$ cat config.mk
export PLATFORM = sky130hd
export DESIGN_NAME = pio_port
export DESIGN_NICKNAME = d
export VERILOG_FILES = /design/src/pio_pulse.v /design/src/pio_port.v
export VERILOG_INCLUDE_DIRS = /design/src
export SDC_FILE = /design/constraint.sdc
export NUM_CORES = 1
export LEC_CHECK = 0
export CAP_MARGIN = 10
export CORE_MARGIN = 8
export CORE_UTILIZATION = 25
export CTS_CLUSTER_DIAMETER = 120
export DETAILED_ROUTE_END_ITERATION = 10
export DONT_BUFFER_PORTS = 1
export SETUP_SLACK_MARGIN = 0.02
export SLEW_MARGIN = 20
export SYNTH_ARGS = -nofsm -noshare
export SYNTH_HDL_FRONTEND = slang
export SYNTH_SLANG_ARGS = --single-unit
$ cat constraint.sdc
create_clock -name clk -period 2.3 [get_ports clk]
set_input_delay 0.115 -clock clk [delete_from_list [all_inputs] [get_ports clk]]
set_output_delay 0.115 -clock clk [all_outputs]
set_load 0.01 [all_outputs]
$ cat src/pio_map.vh
// register offsets, field positions, vector layout, edge codes and timing counts
// for the strapped 16-line parallel port; included by both design files
//
// Functional notes
// RULE_01 - each input line strap selects live pin or latched bit on read
// RULE_02 - path straps default to latched bits on all sixteen lines
// RULE_03 - lines 15..12 latch on rising, falling or either edge by strap
// RULE_04 - edge straps default to falling, as lines 11..0 always do
// RULE_05 - per-bit strap lets each latch bit raise the input interrupt
// RULE_06 - address bits 12..3 compared with switch-set base
// RULE_07 - low address bits: 0 control, 2 inbound, 4 outbound
// RULE_08 - base switch off means one, on means zero
// RULE_09 - default base places registers at octal 16777x
// RULE_10 - vector bits 8..3 come from switches, on means one
// RULE_11 - vector bit 2 is zero for input, one for output
// RULE_12 - default vector switches give vector base octal 30x
// RULE_13 - three handshake outputs are single pulses, 1 us by default
// RULE_14 - each pulse width adjustable per line up to 5 us
// RULE_15 - each handshake line has own polarity strap, active low default
// RULE_16 - latch bits hold until software writes one to clear them
// RULE_17 - input enable clears on acknowledge; re-enable re-raises pending
// RULE_18 - writes to outbound word fire matching byte-loaded pulses
// RULE_19 - live pin read: low level reads one, high reads zero
// RULE_20 - straps are static inputs; pins synchronised before edge logic
// RULE_21 - far device samples data on trailing edge of byte-loaded pulse
`ifndef PIO_MAP_VH
`define PIO_MAP_VH

// ----------------------------------------------------------------------
// register selection
// ----------------------------------------------------------------------
`define PIO_OFS_CTL        3'h0
`define PIO_OFS_IN         3'h2
`define PIO_OFS_OUT        3'h4
`define PIO_IO_PAGE        3'h7

// ----------------------------------------------------------------------
// control_and_state fields
// ----------------------------------------------------------------------
`define PIO_CTL_MAINT_IN   5
`define PIO_CTL_IE_IN      6
`define PIO_CTL_USER_LO    7
`define PIO_CTL_MAINT_OUT  13
`define PIO_CTL_IE_OUT     14
`define PIO_CTL_USER_HI    15

// ----------------------------------------------------------------------
// vector layout and edge codes
// ----------------------------------------------------------------------
`define PIO_VEC_SEL_BIT    2
`define PIO_EDGE_FALL      2'h0
`define PIO_EDGE_RISE      2'h1

// ----------------------------------------------------------------------
// timing
// ----------------------------------------------------------------------
`define PIO_CLK_NS         10
`define PIO_PULSE_NS       1000
`define PIO_PULSE_MAX_NS   5000
`define PIO_PULSE_CYC      (`PIO_PULSE_NS / `PIO_CLK_NS)
`define PIO_PULSE_MAX_CYC  (`PIO_PULSE_MAX_NS / `PIO_CLK_NS)
`define PIO_CNT_W          9

`endif

$ cat src/pio_pulse.v
// one handshake one-shot: fixed-width pulse with strapped polarity
// assumes trig is a one-cycle pulse on clk; retrigger while busy ignored
`timescale 1ns/1ns
`default_nettype none
`include "pio_map.vh"

module pio_pulse #(
  parameter integer WIDTH_NS = `PIO_PULSE_NS
) (
  input  wire       clk,
  input  wire       rst_b,
  input  wire       trig,
  input  wire       active_high,
  output reg        line
);

  // width clamps at the longest one-shot the cable option allows
  localparam integer CYC_RAW = (WIDTH_NS + `PIO_CLK_NS - 1) / `PIO_CLK_NS;
  localparam integer CYC_LIM = (CYC_RAW > `PIO_PULSE_MAX_CYC) ? `PIO_PULSE_MAX_CYC :
                               (CYC_RAW < 1) ? 1 : CYC_RAW;
  localparam [`PIO_CNT_W-1:0] CYC = CYC_LIM[`PIO_CNT_W-1:0];

  reg [`PIO_CNT_W-1:0] count;
  wire                 busy;
  wire                 next_on;

  assign busy    = (count != {`PIO_CNT_W{1'b0}});
  assign next_on = busy ? (count != {{(`PIO_CNT_W-1){1'b0}}, 1'b1}) : trig;

  always @(posedge clk or negedge rst_b) begin
    if (!rst_b) begin
      count <= {`PIO_CNT_W{1'b0}};
      line  <= 1'b1;
    end else begin
      if (busy)
        count <= count - {{(`PIO_CNT_W-1){1'b0}}, 1'b1};
      else if (trig)
        count <= CYC; // RULE_13 RULE_14
      line <= next_on ? active_high : ~active_high; // RULE_15
    end
  end

endmodule // pio_pulse
`default_nettype wire

$ cat src/pio_port.v
// strapped 16-line parallel port: host register side, input latches,
// vectored interrupt request and three handshake one-shots
// assumes host strobes are one-cycle pulses on clk; pins are asynchronous
`timescale 1ns/1ns
`default_nettype none
`include "pio_map.vh"

module pio_port #(
  parameter integer ACCEPT_NS  = `PIO_PULSE_NS,
  parameter integer HI_NS      = `PIO_PULSE_NS,
  parameter integer LO_NS      = `PIO_PULSE_NS
) (
  input  wire        clk,
  input  wire        rst_b,
  // host bus
  input  wire [15:0] host_addr,
  input  wire        host_rd,
  input  wire        host_wr,
  input  wire        host_byte,
  input  wire [15:0] host_wdata,
  output reg  [15:0] host_rdata,
  output reg         host_ack,
  output reg         intr_req,
  input  wire        intr_grant,
  output reg  [15:0] vec_data,
  output reg         vec_valid,
  // static straps
  input  wire [15:0] strap_direct,
  input  wire [7:0]  strap_edge,
  input  wire [15:0] strap_irq_en,
  input  wire [9:0]  strap_base_sw,
  input  wire [5:0]  strap_vec_sw,
  input  wire [2:0]  strap_pol_high,
  // user device
  input  wire [15:0] data_in_pin,
  input  wire        ext_ready_pin,
  input  wire        ext_accepted_pin,
  output reg  [15:0] data_out,
  output wire        data_accept_line,
  output wire        hi_loaded_line,
  output wire        lo_loaded_line
);

  // --------------------------------------------------------------------
  // pin synchronisers
  // --------------------------------------------------------------------
  reg  [17:0] sync_a;
  reg  [17:0] sync_b;
  reg  [17:0] sync_prev;
  wire [15:0] pin_s;
  wire [15:0] pin_fall;
  wire [15:0] pin_rise;
  wire        ready_fall;
  wire        accepted_fall;

  always @(posedge clk or negedge rst_b) begin
    if (!rst_b) begin
      sync_a    <= {18{1'b1}};
      sync_b    <= {18{1'b1}};
      sync_prev <= {18{1'b1}};
    end else begin
      sync_a    <= {ext_accepted_pin, ext_ready_pin, data_in_pin}; // RULE_20
      sync_b    <= sync_a;
      sync_prev <= sync_b;
    end
  end

  assign pin_s         = sync_b[15:0];
  assign pin_fall      = sync_prev[15:0] & ~sync_b[15:0];
  assign pin_rise      = ~sync_prev[15:0] & sync_b[15:0];
  assign ready_fall    = sync_prev[16] & ~sync_b[16];
  assign accepted_fall = sync_prev[17] & ~sync_b[17];

  // --------------------------------------------------------------------
  // address decode
  // --------------------------------------------------------------------
  wire       hit;
  wire       sel_ctl;
  wire       sel_in;
  wire       sel_out;
  wire       wr_hi;
  wire       wr_lo;
  wire       mapped;
  wire [15:0] wmask;

  // base switch on reads as zero, so the compare uses the inverse
  assign hit = (host_addr[15:13] == `PIO_IO_PAGE) &&
               (host_addr[12:3] == ~strap_base_sw); // RULE_06 RULE_08 RULE_09
  assign sel_ctl = hit && (host_addr[2:0] == `PIO_OFS_CTL); // RULE_07
  assign sel_in  = hit && (host_addr[2:0] == `PIO_OFS_IN);
  assign sel_out = hit && ({host_addr[2:1], 1'b0} == `PIO_OFS_OUT);
  // offsets 1, 3, 6 and 7 inside the base stay silent
  assign mapped  = sel_ctl || sel_in || sel_out;
  // byte write picks its lane from address bit 0
  assign wr_hi = host_wr && (!host_byte || host_addr[0]);
  assign wr_lo = host_wr && (!host_byte || !host_addr[0]);
  assign wmask = {{8{wr_hi}}, {8{wr_lo}}};

  // --------------------------------------------------------------------
  // input latches
  // --------------------------------------------------------------------
  reg  [15:0] latch;
  wire [15:0] latch_set;
  wire [15:0] latch_clr;

  genvar g;
  generate
    for (g = 0; g < 16; g = g + 1) begin : g_edge
      if (g >= 12) begin : g_sel
        wire [1:0] code = strap_edge[2*(g-12)+1 : 2*(g-12)];
        assign latch_set[g] = (code == `PIO_EDGE_FALL) ? pin_fall[g] :
                              (code == `PIO_EDGE_RISE) ? pin_rise[g] :
                              (pin_fall[g] | pin_rise[g]); // RULE_03 RULE_04
      end else begin : g_fix
        assign latch_set[g] = pin_fall[g]; // RULE_04
      end
    end
  endgenerate

  assign latch_clr = (sel_in && host_wr) ? (host_wdata & wmask) : 16'h0000;

  always @(posedge clk or negedge rst_b) begin
    if (!rst_b)
      latch <= 16'h0000;
    else
      latch <= latch_set | (latch & ~latch_clr); // RULE_16
  end

  // --------------------------------------------------------------------
  // control_and_state and outbound_word
  // --------------------------------------------------------------------
  reg ie_in;
  reg ie_out;
  reg user_lo;
  reg user_hi;
  reg maint_in;
  reg maint_out;
  reg ready_flag;
  reg accepted_flag;
  reg grant_in;
  reg grant_out;

  always @(posedge clk or negedge rst_b) begin
    if (!rst_b) begin
      ie_in     <= 1'b0;
      ie_out    <= 1'b0;
      user_lo   <= 1'b0;
      user_hi   <= 1'b0;
      maint_in  <= 1'b0;
      maint_out <= 1'b0;
      data_out  <= 16'h0000;
    end else begin
      if (sel_ctl && wr_lo) begin
        user_lo  <= host_wdata[`PIO_CTL_USER_LO];
        maint_in <= host_wdata[`PIO_CTL_MAINT_IN];
        ie_in    <= host_wdata[`PIO_CTL_IE_IN];
      end else if (grant_in)
        ie_in <= 1'b0; // RULE_17
      if (sel_ctl && wr_hi) begin
        user_hi   <= host_wdata[`PIO_CTL_USER_HI];
        maint_out <= host_wdata[`PIO_CTL_MAINT_OUT];
        ie_out    <= host_wdata[`PIO_CTL_IE_OUT];
      end else if (grant_out)
        ie_out <= 1'b0;
      if (sel_out)
        data_out <= (host_wdata & wmask) | (data_out & ~wmask);
    end
  end

  // --------------------------------------------------------------------
  // host read and acknowledge
  // --------------------------------------------------------------------
  wire [15:0] in_view;
  reg  [15:0] next_rdata;

  // live pins read inverted: a low line is a logical one
  assign in_view = (strap_direct & ~pin_s) | (~strap_direct & latch); // RULE_01 RULE_02 RULE_19

  always @* begin
    next_rdata = 16'h0000;
    if (sel_ctl) begin
      next_rdata[`PIO_CTL_IE_IN]   = ie_in;
      next_rdata[`PIO_CTL_USER_LO] = user_lo;
      next_rdata[`PIO_CTL_IE_OUT]  = ie_out;
      next_rdata[`PIO_CTL_USER_HI] = user_hi;
    end else if (sel_in)
      next_rdata = in_view;
    else if (sel_out)
      next_rdata = data_out;
  end

  always @(posedge clk or negedge rst_b) begin
    if (!rst_b) begin
      host_rdata <= 16'h0000;
      host_ack   <= 1'b0;
    end else begin
      host_ack <= mapped && (host_rd || host_wr); // RULE_07
      if (mapped && host_rd)
        host_rdata <= next_rdata;
    end
  end

  // --------------------------------------------------------------------
  // interrupt request and vector
  // --------------------------------------------------------------------
  wire in_pend;
  wire out_pend;
  wire in_act;
  wire out_act;

  assign in_pend  = (|(latch & strap_irq_en)) | ready_flag | maint_in; // RULE_05
  assign out_pend = accepted_flag | maint_out;
  // pending latch bits re-raise the request once the enable is back
  assign in_act   = in_pend && ie_in; // RULE_17
  assign out_act  = out_pend && ie_out;

  always @* begin
    grant_in  = intr_grant && intr_req && in_act;
    grant_out = intr_grant && intr_req && !in_act && out_act;
  end

  always @(posedge clk or negedge rst_b) begin
    if (!rst_b) begin
      ready_flag    <= 1'b0;
      accepted_flag <= 1'b0;
      intr_req      <= 1'b0;
      vec_data      <= 16'h0000;
      vec_valid     <= 1'b0;
    end else begin
      // a fresh edge in the grant cycle survives the clear
      ready_flag    <= ready_fall | (ready_flag & ~grant_in);
      accepted_flag <= accepted_fall | (accepted_flag & ~grant_out);
      intr_req      <= (in_act || out_act) && !(grant_in || grant_out);
      vec_valid     <= grant_in || grant_out;
      if (grant_in || grant_out)
        vec_data <= {7'h00, strap_vec_sw, grant_out, 2'h0}; // RULE_10 RULE_11 RULE_12
    end
  end

  // --------------------------------------------------------------------
  // handshake one-shots
  // --------------------------------------------------------------------
  wire [2:0] shot_trig;
  reg  [2:0] shot_line;
  wire [2:0] shot_raw;

  assign shot_trig[0] = sel_in && host_rd;
  assign shot_trig[1] = sel_out && wr_hi; // RULE_18
  assign shot_trig[2] = sel_out && wr_lo; // RULE_18

  generate
    for (g = 0; g < 3; g = g + 1) begin : g_shot
      pio_pulse #(
        .WIDTH_NS   ((g == 0) ? ACCEPT_NS : (g == 1) ? HI_NS : LO_NS)
      ) u_shot (
        .clk         (clk),
        .rst_b       (rst_b),
        .trig        (shot_trig[g]),
        .active_high (strap_pol_high[g]),
        .line        (shot_raw[g])
      );
    end
  endgenerate

  always @* begin
    shot_line = shot_raw;
  end

  // data is loaded at the leading edge so the far side can sample at trailing
  assign data_accept_line = shot_line[0];
  assign hi_loaded_line   = shot_line[1]; // RULE_21
  assign lo_loaded_line   = shot_line[2];

endmodule // pio_port
`default_nettype wire

## After elaboration in Yosys (flattened, before gate mapping)

Cells that the tools add are included.

- Register bits: 150
- Input bits: 115
- Output and inout bits: 54
- Logic and storage cells: 152

- $add $sub $neg: 3
- Equality and inequality tests: 11
- Multiplexer cells: 31
- Bitwise logic cells: 37
- Reduce and logical (&&, ||, !) cells: 46

Operator list:

| kind | count |
|---|---|
| $and 16x16->16 | 8 |
| $not 16->16 | 5 |
| $mux 9 | 6 |
| $mux 16 | 3 |
| $or 16x16->16 | 3 |
| $ne 9x1->1 const B | 3 |
| $reduce_bool 9->1 | 3 |
| $sub 9x1->9 const B | 3 |
| $logic_and 1x1->1 | 21 |
| $mux 1 | 18 |
| $reduce_or 16->1 | 1 |
| $mux 6 | 2 |
| $eq 10x10->1 | 1 |
| $not 10->10 | 1 |
| $reduce_bool 2->1 | 5 |
| $or 1x1->1 | 9 |
| $eq 2x1->1 const B | 4 |
| $logic_not 2->1 | 4 |
| $logic_or 1x1->1 | 7 |
| $not 1->1 | 7 |
| $and 1x1->1 | 4 |
| $logic_not 1->1 | 4 |
| $mux 2 | 2 |
| $eq 3x2->1 const B | 1 |
| 3 further kinds | 3 |

## Longest topological paths before layout

- Depth after elaboration: 11
- Depth in mapped cells: 7

## Modules after synthesis

Synthesis repeated with hierarchy kept, for this count alone.

- Cell total of the unflattened synthesis: 570
- Area, all modules: 6621.4 µm²

By module, submodules not included:

| module | times used | cells an instance | area an instance (µm²) | seq. area each (µm²) |
|---|---|---|---|---|
| pio_port | 1 | 402 | 4951.0 | 3070.4 |
| pio_pulse | 3 | 56 | 556.8 | 251.5 |

## Worst setup path after synthesis

Ideal clock, no wire load.

- Path type: reg2reg
- Start point: register g_shot[0].u_shot.count[0]
- End point: register g_shot[0].u_shot.count[5]
- Library setup time: 0.118 ns
- Arrival time: 1.836 ns
- Path slack: 0.346 ns
- Stages on the path, launching flop included: 8
- Path buffers: 0
- Clock period less this slack: 1.954 ns
- Cell sequence: dfrtp_1 -> inv_1 -> ha_1 -> or3b_2 -> nor4_4 -> or4_1 -> xnor2_1 -> a21o_1

- Cells in the longest elaborated chain, start to end: 2

RTL lines:

| item | RTL line | text |
|---|---|---|
| from (decl) | pio_pulse.v:23 | `` reg [`PIO_CNT_W-1:0] count; `` |
| from (signal assigned) | pio_pulse.v:32 | `` count <= {`PIO_CNT_W{1'b0}}; `` |
| from (signal assigned) | pio_pulse.v:36 | `` count <= count - {{(`PIO_CNT_W-1){1'b0}}, 1'b1}; `` |
| $sub 9x1->9 or $reduce_bool 9->1 (tied branches) | pio_pulse.v:36, pio_pulse.v:27 |  |
| $mux 9 or $reduce_bool 2->1 (tied branches) | n/a |  |

Parallel ways exist; a longest one is shown, timed or not.
A chain may end at the register's enable or synchronous reset.

## Worst setup path in the final report

- Start point: register g_shot[0].u_shot.count[1]
- End point: register g_shot[0].u_shot.count[5]

Same word-level chain as after synthesis.

==> impl_metrics.tcl <==
set metrics [dict create \
    status "finished, violations left" \
    violations "negative hold slack" \
    gp_congestion 0.811 \
    grt-ovfl-total 0 \
    cp_slowest_cell "or3b_2" \
    ctsRootBufferMaster "clkbuf_16" \
    die_w_um 179 \
    drv_slew 0 \
    core_mm2 0.0266 \
    cts_resized 0 \
    pwr-share-seq_pct 47.0 \
    tns_ns 0 \
    power_frac_comb_pct 5.0 \
    synth_flop_cell "dfrtp_1" \
    drtAntennaViolNets 0 \
    cts_tree "built" \
    synth_fa_ha_area_share_pct 2.62 \
    drive_above_1_share_pct 21.7 \
    finalSetupViolCount 0 \
    worst_pin_slew_ns 0.689 \
    worstHoldPathType "input port to asynchronous set/reset pin" \
    worstPathBufferInverterCount 1 \
    yosys.area_share.simple_pct 15.1 \
    synth_edf_count 0 \
    ys_seq_area_share_pct 57.2 \
    rows 60 \
    grt_pass1_vias 5210 \
    drtIter0Drc 274 \
    rsz0062_at_grt "false" \
    reg2regPathDepth 7 \
    start_util_pct 25.1 \
    yosys_register_bits 150 \
    clock.fmax_ghz 0.471 \
    yosys.area.top_type "dfrtp_1" \
    wl_per_cell_um 19.1 \
    crit_path_end_kind "flop" \
    drc 0 \
    yosysWarnings 0 \
    htree_levels 4 \
    start_kind "flop" \
    cts.sinks 150 \
    synth_top_area_share_pct 34.8 \
    area_growth_pct 26.4 \
    antenna_found_initial 0 \
    regToRegEndpoint "g_shot[0].u_shot.count[5]" \
    diodes 0 \
    ctsHoldBuffers 69 \
    yosysUniqueCellTypes 58 \
    finalClockSkew_ns 0.00904 \
    netSwitchingFraction_pct 23.0 \
    yosys-top-cells-area "dfrtp_1 35%, dfstp_2 22%, mux2_2 5.6%" \
    critical_path_class "flop to flop" \
    io-pin-count 169 \
    finalCriticalPeriod_ns 2.13 \
    synth_top_family_by_area "simple AND/OR/NAND/NOR gates" \
    synth_most_common_cell "dfrtp_1" \
    fp.dieArea_mm2 0.0322 \
    viasPerCell 4.67 \
    regToRegSetupSlack_ns 0.17 \
    crit_path_cell_trace "inv_1 -> ha_1 -> or3b_2 -> nor4_4 -> or4_1 -> xnor2_1 -> a21o_1" \
    nets 816 \
    grt_usage_pct 12.3 \
    dr.pass1.iters 6 \
    ys_top_cells_by_count "93 x dfrtp_1, 57 x dfstp_2, 52 x o21ai_0" \
    hold_viol_final 150 \
    required_ns 2.60 \
    cpPeakStageDelay_ns 0.54 \
    p_clk_share_pct 47.9 \
    io_buffers 0 \
    fin_crit_sh_pct 92.4 \
    synth_compound_area_share_pct 12.3 \
    placedCellCount 940 \
    rr_startpoint "g_shot[0].u_shot.count[1]" \
    crit_arrival_ns 2.43 \
    worstPathMaxFanout 7 \
    synthMuxAreaShare_pct 5.86 \
    fp.dieH_um 179 \
    routed_wirelength_mm 19.9 \
    whs_ns -0.595 \
    p_int_mw 4.52 \
    avgSynthCellArea_um2 11.1 \
    powerDensity_mw_per_mm2 695 \
    cap_viol_max_count 0 \
    crit_family "simple AND/OR/NAND/NOR gates" \
    dp.final_hpwl_mm 14.3 \
    layoutNonFillerInstCount 1041 \
    fillers 2732 \
    grt_pass1_wl_mm 30.9 \
    vias 4864 \
    postCtsSetupBuffers 0 \
    p_switching_mw 1.35 \
    insertion_delay_ns 0.42 \
    vdd_drop_max_mv 0.421 \
    synth_xor_area_share_pct 2.62 \
    clockBufferDepth 2 \
    slew_headroom_pct 54.1 \
    syn_area_mm2 0.00668 \
    grt_max_degree 151 \
    syn_inst 600 \
    synthArstFlopShare_pct 100 \
    p_leak_nw 3.56 \
    numCtsBuffers 17 \
    clk_pin_slew_ns 0.06 \
]
[cells by family after synthesis]
kind of cell,after synthesis
adders and majority gates,14
DFF,150
other,1
muxes,35
xor gates and xnor gates,20
AOI/OAI and AO/OA,129
and+or+nand+nor,190
buffers and inverters,61
[worst max-delay path by stage]
stage                                    from                        end  cells after the start
CTS                 g_shot[0].u_shot.count[1]  g_shot[0].u_shot.count[5]                      7
detailed placement  g_shot[0].u_shot.count[1]  g_shot[0].u_shot.count[5]                      7
finish              g_shot[0].u_shot.count[1]  g_shot[0].u_shot.count[5]                      7
global placement    g_shot[0].u_shot.count[0]  g_shot[0].u_shot.count[5]                      7
floorplan           g_shot[0].u_shot.count[0]  g_shot[0].u_shot.count[5]                      7
global route        g_shot[0].u_shot.count[0]  g_shot[0].u_shot.count[5]                      7
[power groups by stage]
| stage | sequential (mW) | clock (mW) | combinational, mW |
|---|---|---|---|
| finish | 2.76 | 2.81 | 0.295 |
| floorplan | 2.80 | 0 | 0.136 |
| detailed placement | 2.81 | 0 | 0.170 |
| global placement | 2.80 | 0 | 0.167 |
| CTS | 2.76 | 2.92 | 0.295 |
| global route | 2.76 | 3.04 | 0.319 |
[per-stage QoR]
step           power, mW  worst slack, ns  hold WS, ns  instance area, um2  util (%)
6_report            5.87            0.175       -0.595                8450      31.8
5_1_grt             6.12           0.0431       -0.636                8450      31.8
4_1_cts             5.97            0.176       -0.627                8450      31.8
3_5_place_dp        2.98            0.194       -0.169                7170      27.0
3_3_place_gp        2.97            0.230       -0.170                7170      27.0
2_1_floorplan       2.93            0.346       -0.181                6710         -
[worst register-to-register path, stage by stage (launching register included)]
cell and delay, ns:
dfrtp_1 0.40, inv_1 0.09, ha_1 0.25, or3b_2 0.54, nor4_4 0.30, or4_1 0.21
xnor2_1 0.07, a21o_1 0.15
[placed cells by master (no fill, tap or decap), types with 3 or more instances in the layout]
cell type      Yosys  layout
o31a_1             3       3
o21ai_0           52      52
or4_1              3       3
ha_1              14      14
a211oi_1           5       5
a21o_1             6       6
o32a_1             4       4
dlygate4sd3_1      0      69
o22ai_1            5       5
buf_4             10      13
nor2b_1            6       5
xor2_1            15      15
or3_1              4       4
clkinv_2           0       3
conb_1             1       9
dfstp_2           57      57
nor4_4             3       4
nand4_1           24      24
nand2b_1           5       5
a31oi_1           13      13
nand2_1           50      50
inv_6              0       5
mux2_2            33      33
dfrtp_1           93      93
inv_1             36      36
buf_12             0       3
clkbuf_16          0      17
a2111o_1           4       4
a22oi_1            7       7
nand3_1           17      17
nor3_1            12      12
a21oi_1           15      15
nor2_1            46      45
xnor2_1            5       5
[layout make-up]
cell class	count	area, um2	area share [%]
Inverter	36	135	1.60
Clock inverter	13	144	1.70
Timing Repair Buffer	85	848	10.0
Tap cell	341	427	5.05
Sequential cell	150	3820	45.3
Clock buffer	19	443	5.24
Multi-Input combinational cell	397	2630	31.1
[metal layers]
metal	share of wire, %	global-route usage (%)
met1	42	14.4
met5	0	0
met4	1.1	3.10
met2	50	21.2
met3	7.3	4.54
Power figures use the tool's default switching activity.
